### config.mk
export PLATFORM = sky130hd
export DESIGN_NAME = odport_top
export DESIGN_NICKNAME = d
export VERILOG_FILES = /design/src/logic/odport_pkg.sv /design/src/logic/od_pin_driver.sv /design/src/logic/odport_top.sv
export VERILOG_INCLUDE_DIRS = /design/src /design/src/logic
export SDC_FILE = /design/constraint.sdc
export NUM_CORES = 1
export LEC_CHECK = 0
export BUFFER_PORTS_ARGS = -buffer_cell sky130_fd_sc_hd__buf_2
export CAP_MARGIN = 20
export CORE_AREA = 10 10 85 87
export CTS_CLUSTER_DIAMETER = 200
export CTS_CLUSTER_SIZE = 24
export DETAILED_ROUTE_END_ITERATION = 10
export DIE_AREA = 0 0 95 97
export HOLD_SLACK_MARGIN = 0.1
export PLACE_DENSITY_LB_ADDON = 0.08
export SETUP_SLACK_MARGIN = 0.15
export SLEW_MARGIN = 20
export SYNTH_ARGS = -nofsm -noshare
export SYNTH_HDL_FRONTEND = slang
export SYNTH_SLANG_ARGS = --single-unit
### constraint.sdc
create_clock -name clk_i -period 1.5 [get_ports clk_i]
set_input_delay 0.3 -clock clk_i [delete_from_list [all_inputs] [get_ports clk_i]]
set_output_delay 0.3 -clock clk_i [all_outputs]
set_load 0.005 [all_outputs]
### src/logic/odport_regs.svh
/*
 constants for the open-drain output port: register offsets, reset values, field widths.
 assumes inclusion by bare name from the design files.
*/
`ifndef ODPORT_REGS_SVH
`define ODPORT_REGS_SVH
`define PORT_LATCH_IDX 32'h0000000F
`define PORT_LATCH_ADDR (`PORT_LATCH_IDX * 4)
`define PORT_LATCH_RESET 8'hFF
`define STANDBY_CTRL_ADDR 32'h00000100
`define STANDBY_FLOAT_BIT 0
`define STANDBY_CTRL_RESET 1'b0
`define ANALOG_SEL_ADDR 32'h00000104
`define ANALOG_SEL_RESET 8'h00
`define PORT_WIDTH 8
`endif

### src/logic/odport_pkg.sv
/*
 types shared by the open-drain output port.
 assumes nothing beyond a SystemVerilog compiler.
*/
`default_nettype none
package odport_pkg;
   typedef enum logic [1:0] {
      reg_latch,
      reg_standby,
      reg_analog,
      reg_none
   } reg_sel_type;
endpackage
`default_nettype wire

### src/logic/od_pin_driver.sv
/*
 per-pin open-drain driver stage with registered enable and route outputs; the data output is tied low.
 assumes latch, standby and analog selects come from the register block on the same clock.
*/
`timescale 1ns/100ps
`default_nettype none
module od_pin_driver #(
   parameter int WIDTH = 8
) (
   input wire logic clk_i,
   input wire logic reset_i,
   input wire logic [WIDTH-1:0] latch_i,
   input wire logic [WIDTH-1:0] analog_sel_i,
   input wire logic float_i,
   output logic [WIDTH-1:0] pin_out_o,
   output logic [WIDTH-1:0] pin_oe_o,
   output logic [WIDTH-1:0] analog_route_o
);
   logic [WIDTH-1:0] oe_d;
   logic [WIDTH-1:0] oe_q;
   logic [WIDTH-1:0] route_d;
   logic [WIDTH-1:0] route_q;

   always_comb begin
      // a zero latch bit turns the transistor on, forced off while floating
      oe_d = float_i ? '0 : ~latch_i;
      route_d = analog_sel_i;
   end

   always_ff @(posedge clk_i) begin
      if (reset_i) begin
         oe_q <= '0;
         route_q <= '0;
      end else begin
         oe_q <= oe_d;
         route_q <= route_d;
      end
   end

   assign pin_out_o = '0;
   assign pin_oe_o = oe_q;
   assign analog_route_o = route_q;
endmodule
`default_nettype wire

### src/logic/odport_top.sv
/*
 eight-bit open-drain output port with apb register access and analog pin sharing.
 assumes an apb master on clk_i; pull-ups, if fitted, sit outside on the pin wire.
*/
// Functional notes
// - write loads all eight latch bits
// - latch zero drives pin low
// - latch one releases pin to high impedance
// - fitted pull-up makes released pin high
// - read returns latch, never pin levels
// - bit n maps to pin n
// - latch at index 0Fh, resets all ones
// - standby with float bit forces pins off
`timescale 1ns/100ps
`default_nettype none
`include "odport_regs.svh"
module odport_top #(
   parameter int WIDTH = `PORT_WIDTH
) (
   input wire logic clk_i,
   input wire logic reset_i,
   input wire logic psel,
   input wire logic penable,
   input wire logic pwrite,
   input wire logic [31:0] paddr,
   input wire logic [31:0] pwdata,
   output logic [31:0] prdata,
   output logic pready,
   output logic pslverr,
   input wire logic standby_enter_i,
   input wire logic [WIDTH-1:0] port_pin_i,
   output logic [WIDTH-1:0] port_pin_o,
   output logic [WIDTH-1:0] port_pin_oe_o,
   output logic [WIDTH-1:0] analog_route_o
);
   logic [WIDTH-1:0] latch_d;
   logic [WIDTH-1:0] latch_q;
   logic float_en_d;
   logic float_en_q;
   logic [WIDTH-1:0] asel_d;
   logic [WIDTH-1:0] asel_q;
   logic floating_d;
   logic floating_q;
   logic [31:0] rdata_d;
   logic [31:0] rdata_q;
   logic ready_d;
   logic ready_q;
   logic err_d;
   logic err_q;
   odport_pkg::reg_sel_type sel;
   logic unused_pins;

   function automatic odport_pkg::reg_sel_type decode(input logic [31:0] addr);
      if (addr == `PORT_LATCH_ADDR) return odport_pkg::reg_latch;
      if (addr == `STANDBY_CTRL_ADDR) return odport_pkg::reg_standby;
      if (addr == `ANALOG_SEL_ADDR) return odport_pkg::reg_analog;
      return odport_pkg::reg_none;
   endfunction

   // pin levels are deliberately never read back
   assign unused_pins = ^port_pin_i;
   assign sel = decode(paddr);

   always_comb begin
      latch_d = latch_q;
      float_en_d = float_en_q;
      asel_d = asel_q;
      rdata_d = rdata_q;
      err_d = 1'b0;
      // no wait state: answer the cycle after setup, drop after completion
      ready_d = psel && !ready_q;
      // read data and the error flag are staged at setup so they stand with pready
      if (psel && !ready_q) begin
         unique case (sel)
            odport_pkg::reg_latch: begin
               rdata_d = {{(32-WIDTH){1'b0}}, latch_q};
            end
            odport_pkg::reg_standby: begin
               rdata_d = {31'h0, float_en_q};
            end
            odport_pkg::reg_analog: begin
               rdata_d = {{(32-WIDTH){1'b0}}, asel_q};
            end
            odport_pkg::reg_none: begin
               rdata_d = 32'h00000000;
               err_d = 1'b1;
            end
         endcase
      end
      // a write lands only at the edge where the master takes pready; an abandoned setup stores nothing
      if (psel && penable && ready_q && pwrite) begin
         unique case (sel)
            odport_pkg::reg_latch: begin
               latch_d = pwdata[WIDTH-1:0];
            end
            odport_pkg::reg_standby: begin
               float_en_d = pwdata[`STANDBY_FLOAT_BIT];
            end
            odport_pkg::reg_analog: begin
               // selecting a channel never touches the latch
               asel_d = pwdata[WIDTH-1:0];
            end
            odport_pkg::reg_none: begin
               // refused address: nothing is stored
               latch_d = latch_q;
            end
         endcase
      end
      // float is taken up in any standby cycle with the float bit set and held while standby lasts
      floating_d = standby_enter_i ? (floating_q || float_en_q) : 1'b0;
   end

   always_ff @(posedge clk_i) begin
      if (reset_i) begin
         latch_q <= `PORT_LATCH_RESET;
         float_en_q <= `STANDBY_CTRL_RESET;
         asel_q <= `ANALOG_SEL_RESET;
         floating_q <= 1'b0;
         rdata_q <= 32'h00000000;
         ready_q <= 1'b0;
         err_q <= 1'b0;
      end else begin
         latch_q <= latch_d;
         float_en_q <= float_en_d;
         asel_q <= asel_d;
         floating_q <= floating_d;
         rdata_q <= rdata_d;
         ready_q <= ready_d;
         err_q <= err_d;
      end
   end

   assign prdata = rdata_q;
   assign pready = ready_q;
   assign pslverr = err_q;

   // pull-ups, when fitted, raise a released pin outside the block
   od_pin_driver #(.WIDTH(WIDTH)) u_drv (
      .clk_i(clk_i),
      .reset_i(reset_i),
      .latch_i(latch_q),
      .analog_sel_i(asel_q),
      .float_i(floating_q),
      .pin_out_o(port_pin_o),
      .pin_oe_o(port_pin_oe_o),
      .analog_route_o(analog_route_o)
   );
endmodule
`default_nettype wire

; Yosys cells after proc, flatten, opt, wreduce, memory -nomap -nowiden
; Cells that the tools add are included.
[word_totals]
in_bits = 78
output_inout_bits = 58
word_cells = 45
regBits = 68
[classes]
mux = 14
n_reduce_logical = 13
n_eq_ne = 6
bitwise_logic = 3
[ops]
columns = operator, n
row1 = $pmux 32 s4, 1
row2 = $eq 32x9->1 const B, 2
row3 = $eq 32x6->1 const B, 1
row4 = $mux 2, 6
row5 = $not 8->8, 1
row6 = $mux 1, 7
row7 = $reduce_and 2->1, 3
row8 = $reduce_or 2->1, 3
row9 = $eq 2x2->1 const B, 2
row10 = $logic_and 1x1->1, 4
row11 = $eq 2x1->1 const B, 1
row12 = $logic_not 2->1, 1
row13 = $not 1->1, 2
row14 = $logic_not 1->1, 1
row15 = $logic_or 1x1->1, 1

; Longest topological paths before layout
[depth]
depth_word = 10
depth_mapped = 6

; Modules after synthesis
; From an unflattened synthesis, not the netlist that was laid out.
[hier_totals]
cells_unflattened = 209
area_unflattened_um2 = 2009.4
[modules_own_cells]
columns = module, area_per_inst_um2, cells_per_inst, instances, seq_area_each_um2
row1 = odport_top, 1466.4, 166, 1, 560.5
row2 = od_pin_driver, 543.0, 43, 1, 320.3

; Least setup slack after synthesis
; OpenSTA, ideal clock, no wires.
[synth_path]
kind = input-to-reg
from = input paddr[13]
to = register asel_q[0]
t_arrival_ns = 1.531
path_slack_ns = -0.153
cell_stages = 6
setup_ns = 0.121
path_cell_list = nor4_2 -> and4_1 -> buf_6 -> and4_4 -> buf_12 -> mux2_4
[synth_between]
elab_chain_len = 9
word_cells_on_any_way = 16
[synth_rtl]
columns = element, line_no
row1 = start: declaration, odport_top.sv:25  ; input wire logic [31:0] paddr,
row2 = $eq 32x9->1 (no line), -
row3 = $mux 1 (2 in series), odport_top.sv:56  ; if (addr == `ANALOG_SEL_ADDR) return odport_pkg::reg_analog;
row4 = $mux 1, odport_top.sv:55  ; if (addr == `STANDBY_CTRL_ADDR) return odport_pkg::reg_standby;
row5 = $mux 2, odport_top.sv:57  ; return odport_pkg::reg_none;
row6 = $mux 2, odport_top.sv:56
row7 = $mux 2 *, odport_top.sv:55
row8 = $eq 2x2->1 *, odport_top.sv:92  ; unique case (sel)
row9 = $reduce_and 2->1 (no line) *, -
row10 = end signal: assignment, odport_top.sv:117  ; asel_q <= `ANALOG_SEL_RESET;
row11 = end signal: assignment, odport_top.sv:125  ; asel_q <= asel_d;
row12 = end: declaration, odport_top.sv:41  ; logic [WIDTH-1:0] asel_q;
; Mark *: on every way between the ends. The rest lies on a longest branch, timed or not. The select of a mux whose other input is x is not followed.
; A chain may end at the register's enable or synchronous reset.

; Worst setup path after layout
[layout_path]
from = input paddr[19]
to = register asel_q[3]
; Same word-level chain as after synthesis.

==> metrics.md <==
| Metric | Value |
|---|---|
| Synthesized-area fraction occupied by ao, oa, aoi and oai cells | 6.231% |
| Leakage | 1.274 nW |
| Clock tree from TritonCTS | built |
| Hold path startpoint | standby_enter_i |
| Global-route wire length before repair | 8.224 mm |
| Routed vias | 1627 |
| Synthesized-area fraction occupied by xor and xnor cells | 0% |
| Area leader, netlist | dfxtp_1 |
| Mean area per synthesized cell | 9.800 um^2 |
| Hold Fails Final Rpt | 0 |
| Share of synthesized cell area in full adder, half adder and majority cells | 0% |
| Fin nets | 369 |
| First DRT Iteration DRCs | 53 |
| # H-tree levels | 2 |
| Cts bufs inserted | 5 |
| Clock Pin Slew Worst Setup and Hold Paths | 80 ps |
| Arrival time of the worst setup path | 1610 ps |
| Worst flop-to-flop path startpoint | pready |
| Initial antenna violation count | 0 |
| Number of iterations in the first detailed-routing pass | 4 |
| Post-synthesis sequential area ratio | 43.01% |
| Maximum fanout encountered on the critical timing path | 8 |
| Synth Warn # | 0 |
| Sum of negative setup slack | 0 ps |
| Detailed-route DRC error count | 0 |
| Portion of the clock cycle consumed by the worst path in the final layout | 94.76% |
| Die H | 97 um |
| Ant diodes | 0 |
| Most common library cell in the layout ignoring fill and taps | buf_2 |
| Simple-gate share of the synthesized area | 23.70% |
| Length in cells of the worst reg-to-reg path | 3 |
| Standard cell core area | 5473 um^2 |
| Worst flop-to-flop path endpoint | asel_q[3] |
| Outcome | finished clean |
| Worst hold-check path type | input pin to flip-flop |
| Sink of the worst hold path | floating_q |
| Antenna-violating nets left | 0 |
| Placer Congestion | 0.7614 |
| Critical Path End Type | flip-flop |
| Combinational family with the most area after synthesis | simple AND/OR/NAND/NOR gates |
| Standard-cell row count | 27 |
| Type of origin of the critical path | input pin |
| Later-pin clock latency in the skew report | 300 ps |
| Placed Instances | 356 |
| WHS | 255.2 ps |
| Maximum number of buffers from clock root to sink | 2 |
| Worst Setup Path Type | input pin to flip-flop |
| Combined global-route utilization of all metal layers | 11.25% |
| Pin count of the biggest net entering global routing | 20 |
| Detailed-placement wirelength estimate | 4.464 mm |
| Avg Vias per Cell | 4.482 |
| Number of max-cap violations | 0 |
| Root cell of the clock tree | clkbuf_8 |
| Setup repair after global routing missed its margin | true |
| Critical path data required time | 1690 ps |
| # setup viols final | 0 |
| Finished Layout Cells | 363 |
| Layout Skew | 6.075 ps |
| Initial Util | 37.43% |
| Detail-routed net length per standard cell | 15.23 um |
| IR drop worst, VDD | 393.3 uV |
| Hold Path Cell Cnt | 2 |
| Fraction of final layout cells sized beyond drive strength 1 | 41.58% |
| Minimum setup slack among reg-to-reg paths | 130 ps |
| Area of the mapped netlist | 2048 um^2 |
| I/O Pins | 136 |
| Die Span X | 95 um |
| Fraction of synthesized area in multiplexers | 10.81% |
| Number of buffers inserted for hold repair after clock tree synthesis | 0 |
| Count of buffers inserted at the top-level ports | 71 |
| Via count of the first global-routing pass | 1714 |
| Top library cells by usage in the layout, fill and taps aside | buf_2 (61), dfxtp_1 (44), nor2_1 (33) |
| Clock sinks | 44 |
| Top achievable clock speed | 703.5 MHz |
| DIE AREA | 9215 um^2 |
| Number of register bits inferred by synthesis | 44 |
| Distinct cell type count of the synthesized netlist | 37 |
| Final global-route overflow total | 0 |
| Fillcell total | 547 |
| Final period demand of the worst path | 1421 ps |
| Leading post-synthesis cells by cell area | dfxtp_1 (43%), buf_4 (13%), nor2_1 (6.0%) |
| Portion of synthesized cell area occupied by the leading cell type | 43.01% |
| Aggregate routed wire length | 5.528 mm |
| Ratio of total power to cell area | 806.4 nW/um^2 |
| Synth-to-layout area growth | 30.61% |
| Instance count of the mapped netlist | 209 |
| Total count of max-transition violations in the final report | 0 |
[registers in the layout, indices dropped and copies added (netlist names)]
register,flops
asel_q,8
float_en_q,1
floating_q,1
latch_q,8
prdata,8
pready,1
pslverr,1
u_drv.analog_route_o,8
u_drv.pin_oe_o,8
[power breakdown]
group / switching, mW / internal, mW / total (mW)
clock: 0.393 / 0.317 / 0.711
combinational: 0.133 / 0.124 / 0.257
sequential: 0.00835 / 1.18 / 1.19
total: 0.534 / 1.62 / 2.16
[critical path: stages]
cell and delay (ps):
buf_2 120, nor4_4 250, and4_4 280, and4_4 350, mux2_4 310
[per-layer routing]
metal | up-vias | part of all wire [%] | GRT usage [%]
met5 | - | 0 | 0
met4 | 0 | 0.87 | 3.089
met3 | 5 | 9.2 | 5.551
met2 | 64 | 51 | 18.70
met1 | 735 | 39 | 12.25
li1 | 823 | - | -
[timing repair]
action,CTS,global route
gates resized for setup,8,14
pin swaps,5,8
gates cloned,0,0
setup endpoints to repair,24,23
buffers inserted,0,0
[cells by family after synthesis]
group / count (synthesis)
muxes: 18
DFF: 44
AOI/OAI and AO/OA: 16
buffers and inverters: 46
and+or+nand+nor: 84
other: 1
[cell type report]
class                           count  area [um^2]  share of cell area (%)
Clock buffer                        6        72.57                   2.713
Multi-Input combinational cell    150         1041                   38.91
Clock inverter                      1        5.005                  0.1871
Tap cell                           72        90.09                   3.368
Sequential cell                    44        880.8                   32.93
Timing Repair Buffer               89        581.8                   21.75
Inverter                            1        3.754                  0.1403
[how the worst max path moves through the flow]
stage / to / start
2_1_floorplan: asel_q[0] / paddr[9]
3_3_place_gp: float_en_q / paddr[16]
3_5_place_dp: float_en_q / paddr[16]
4_1_cts: asel_q[3] / paddr[0]
5_1_grt: asel_q[4] / paddr[19]
6_report: asel_q[3] / paddr[19]
[metrics by stage]
step / util (%) / power (mW) / setup WS (ps) / area, um^2
global placement: 45.20 / 1.439 / -293.5 / 2474
floorplan: - / 1.375 / -136.6 / 2201
global route: 48.88 / 2.242 / 39.15 / 2675
CTS: 47.30 / 2.153 / 68.73 / 2589
detailed placement: 45.20 / 1.441 / -299.4 / 2474
finish: 48.88 / 2.157 / 78.58 / 2675
[synth_stat cells, drive strengths merged]
master  number
nor4         6
nand3        1
and4         4
nor2        34
a211oi       7
nand4       10
nand4b       1
nor2b       18
o32ai        1
nand2        2
nand2b       1
nor4b        1
a41oi        7
nor3         1
inv          1
buf         39
mux2         9
clkbuf       6
or4b         1
conb         1
or2          1
nor3b        1
dfxtp       44
and3         2
a21oi        1
mux2i        9
Note: power is estimated with default switching activity, not from simulation.
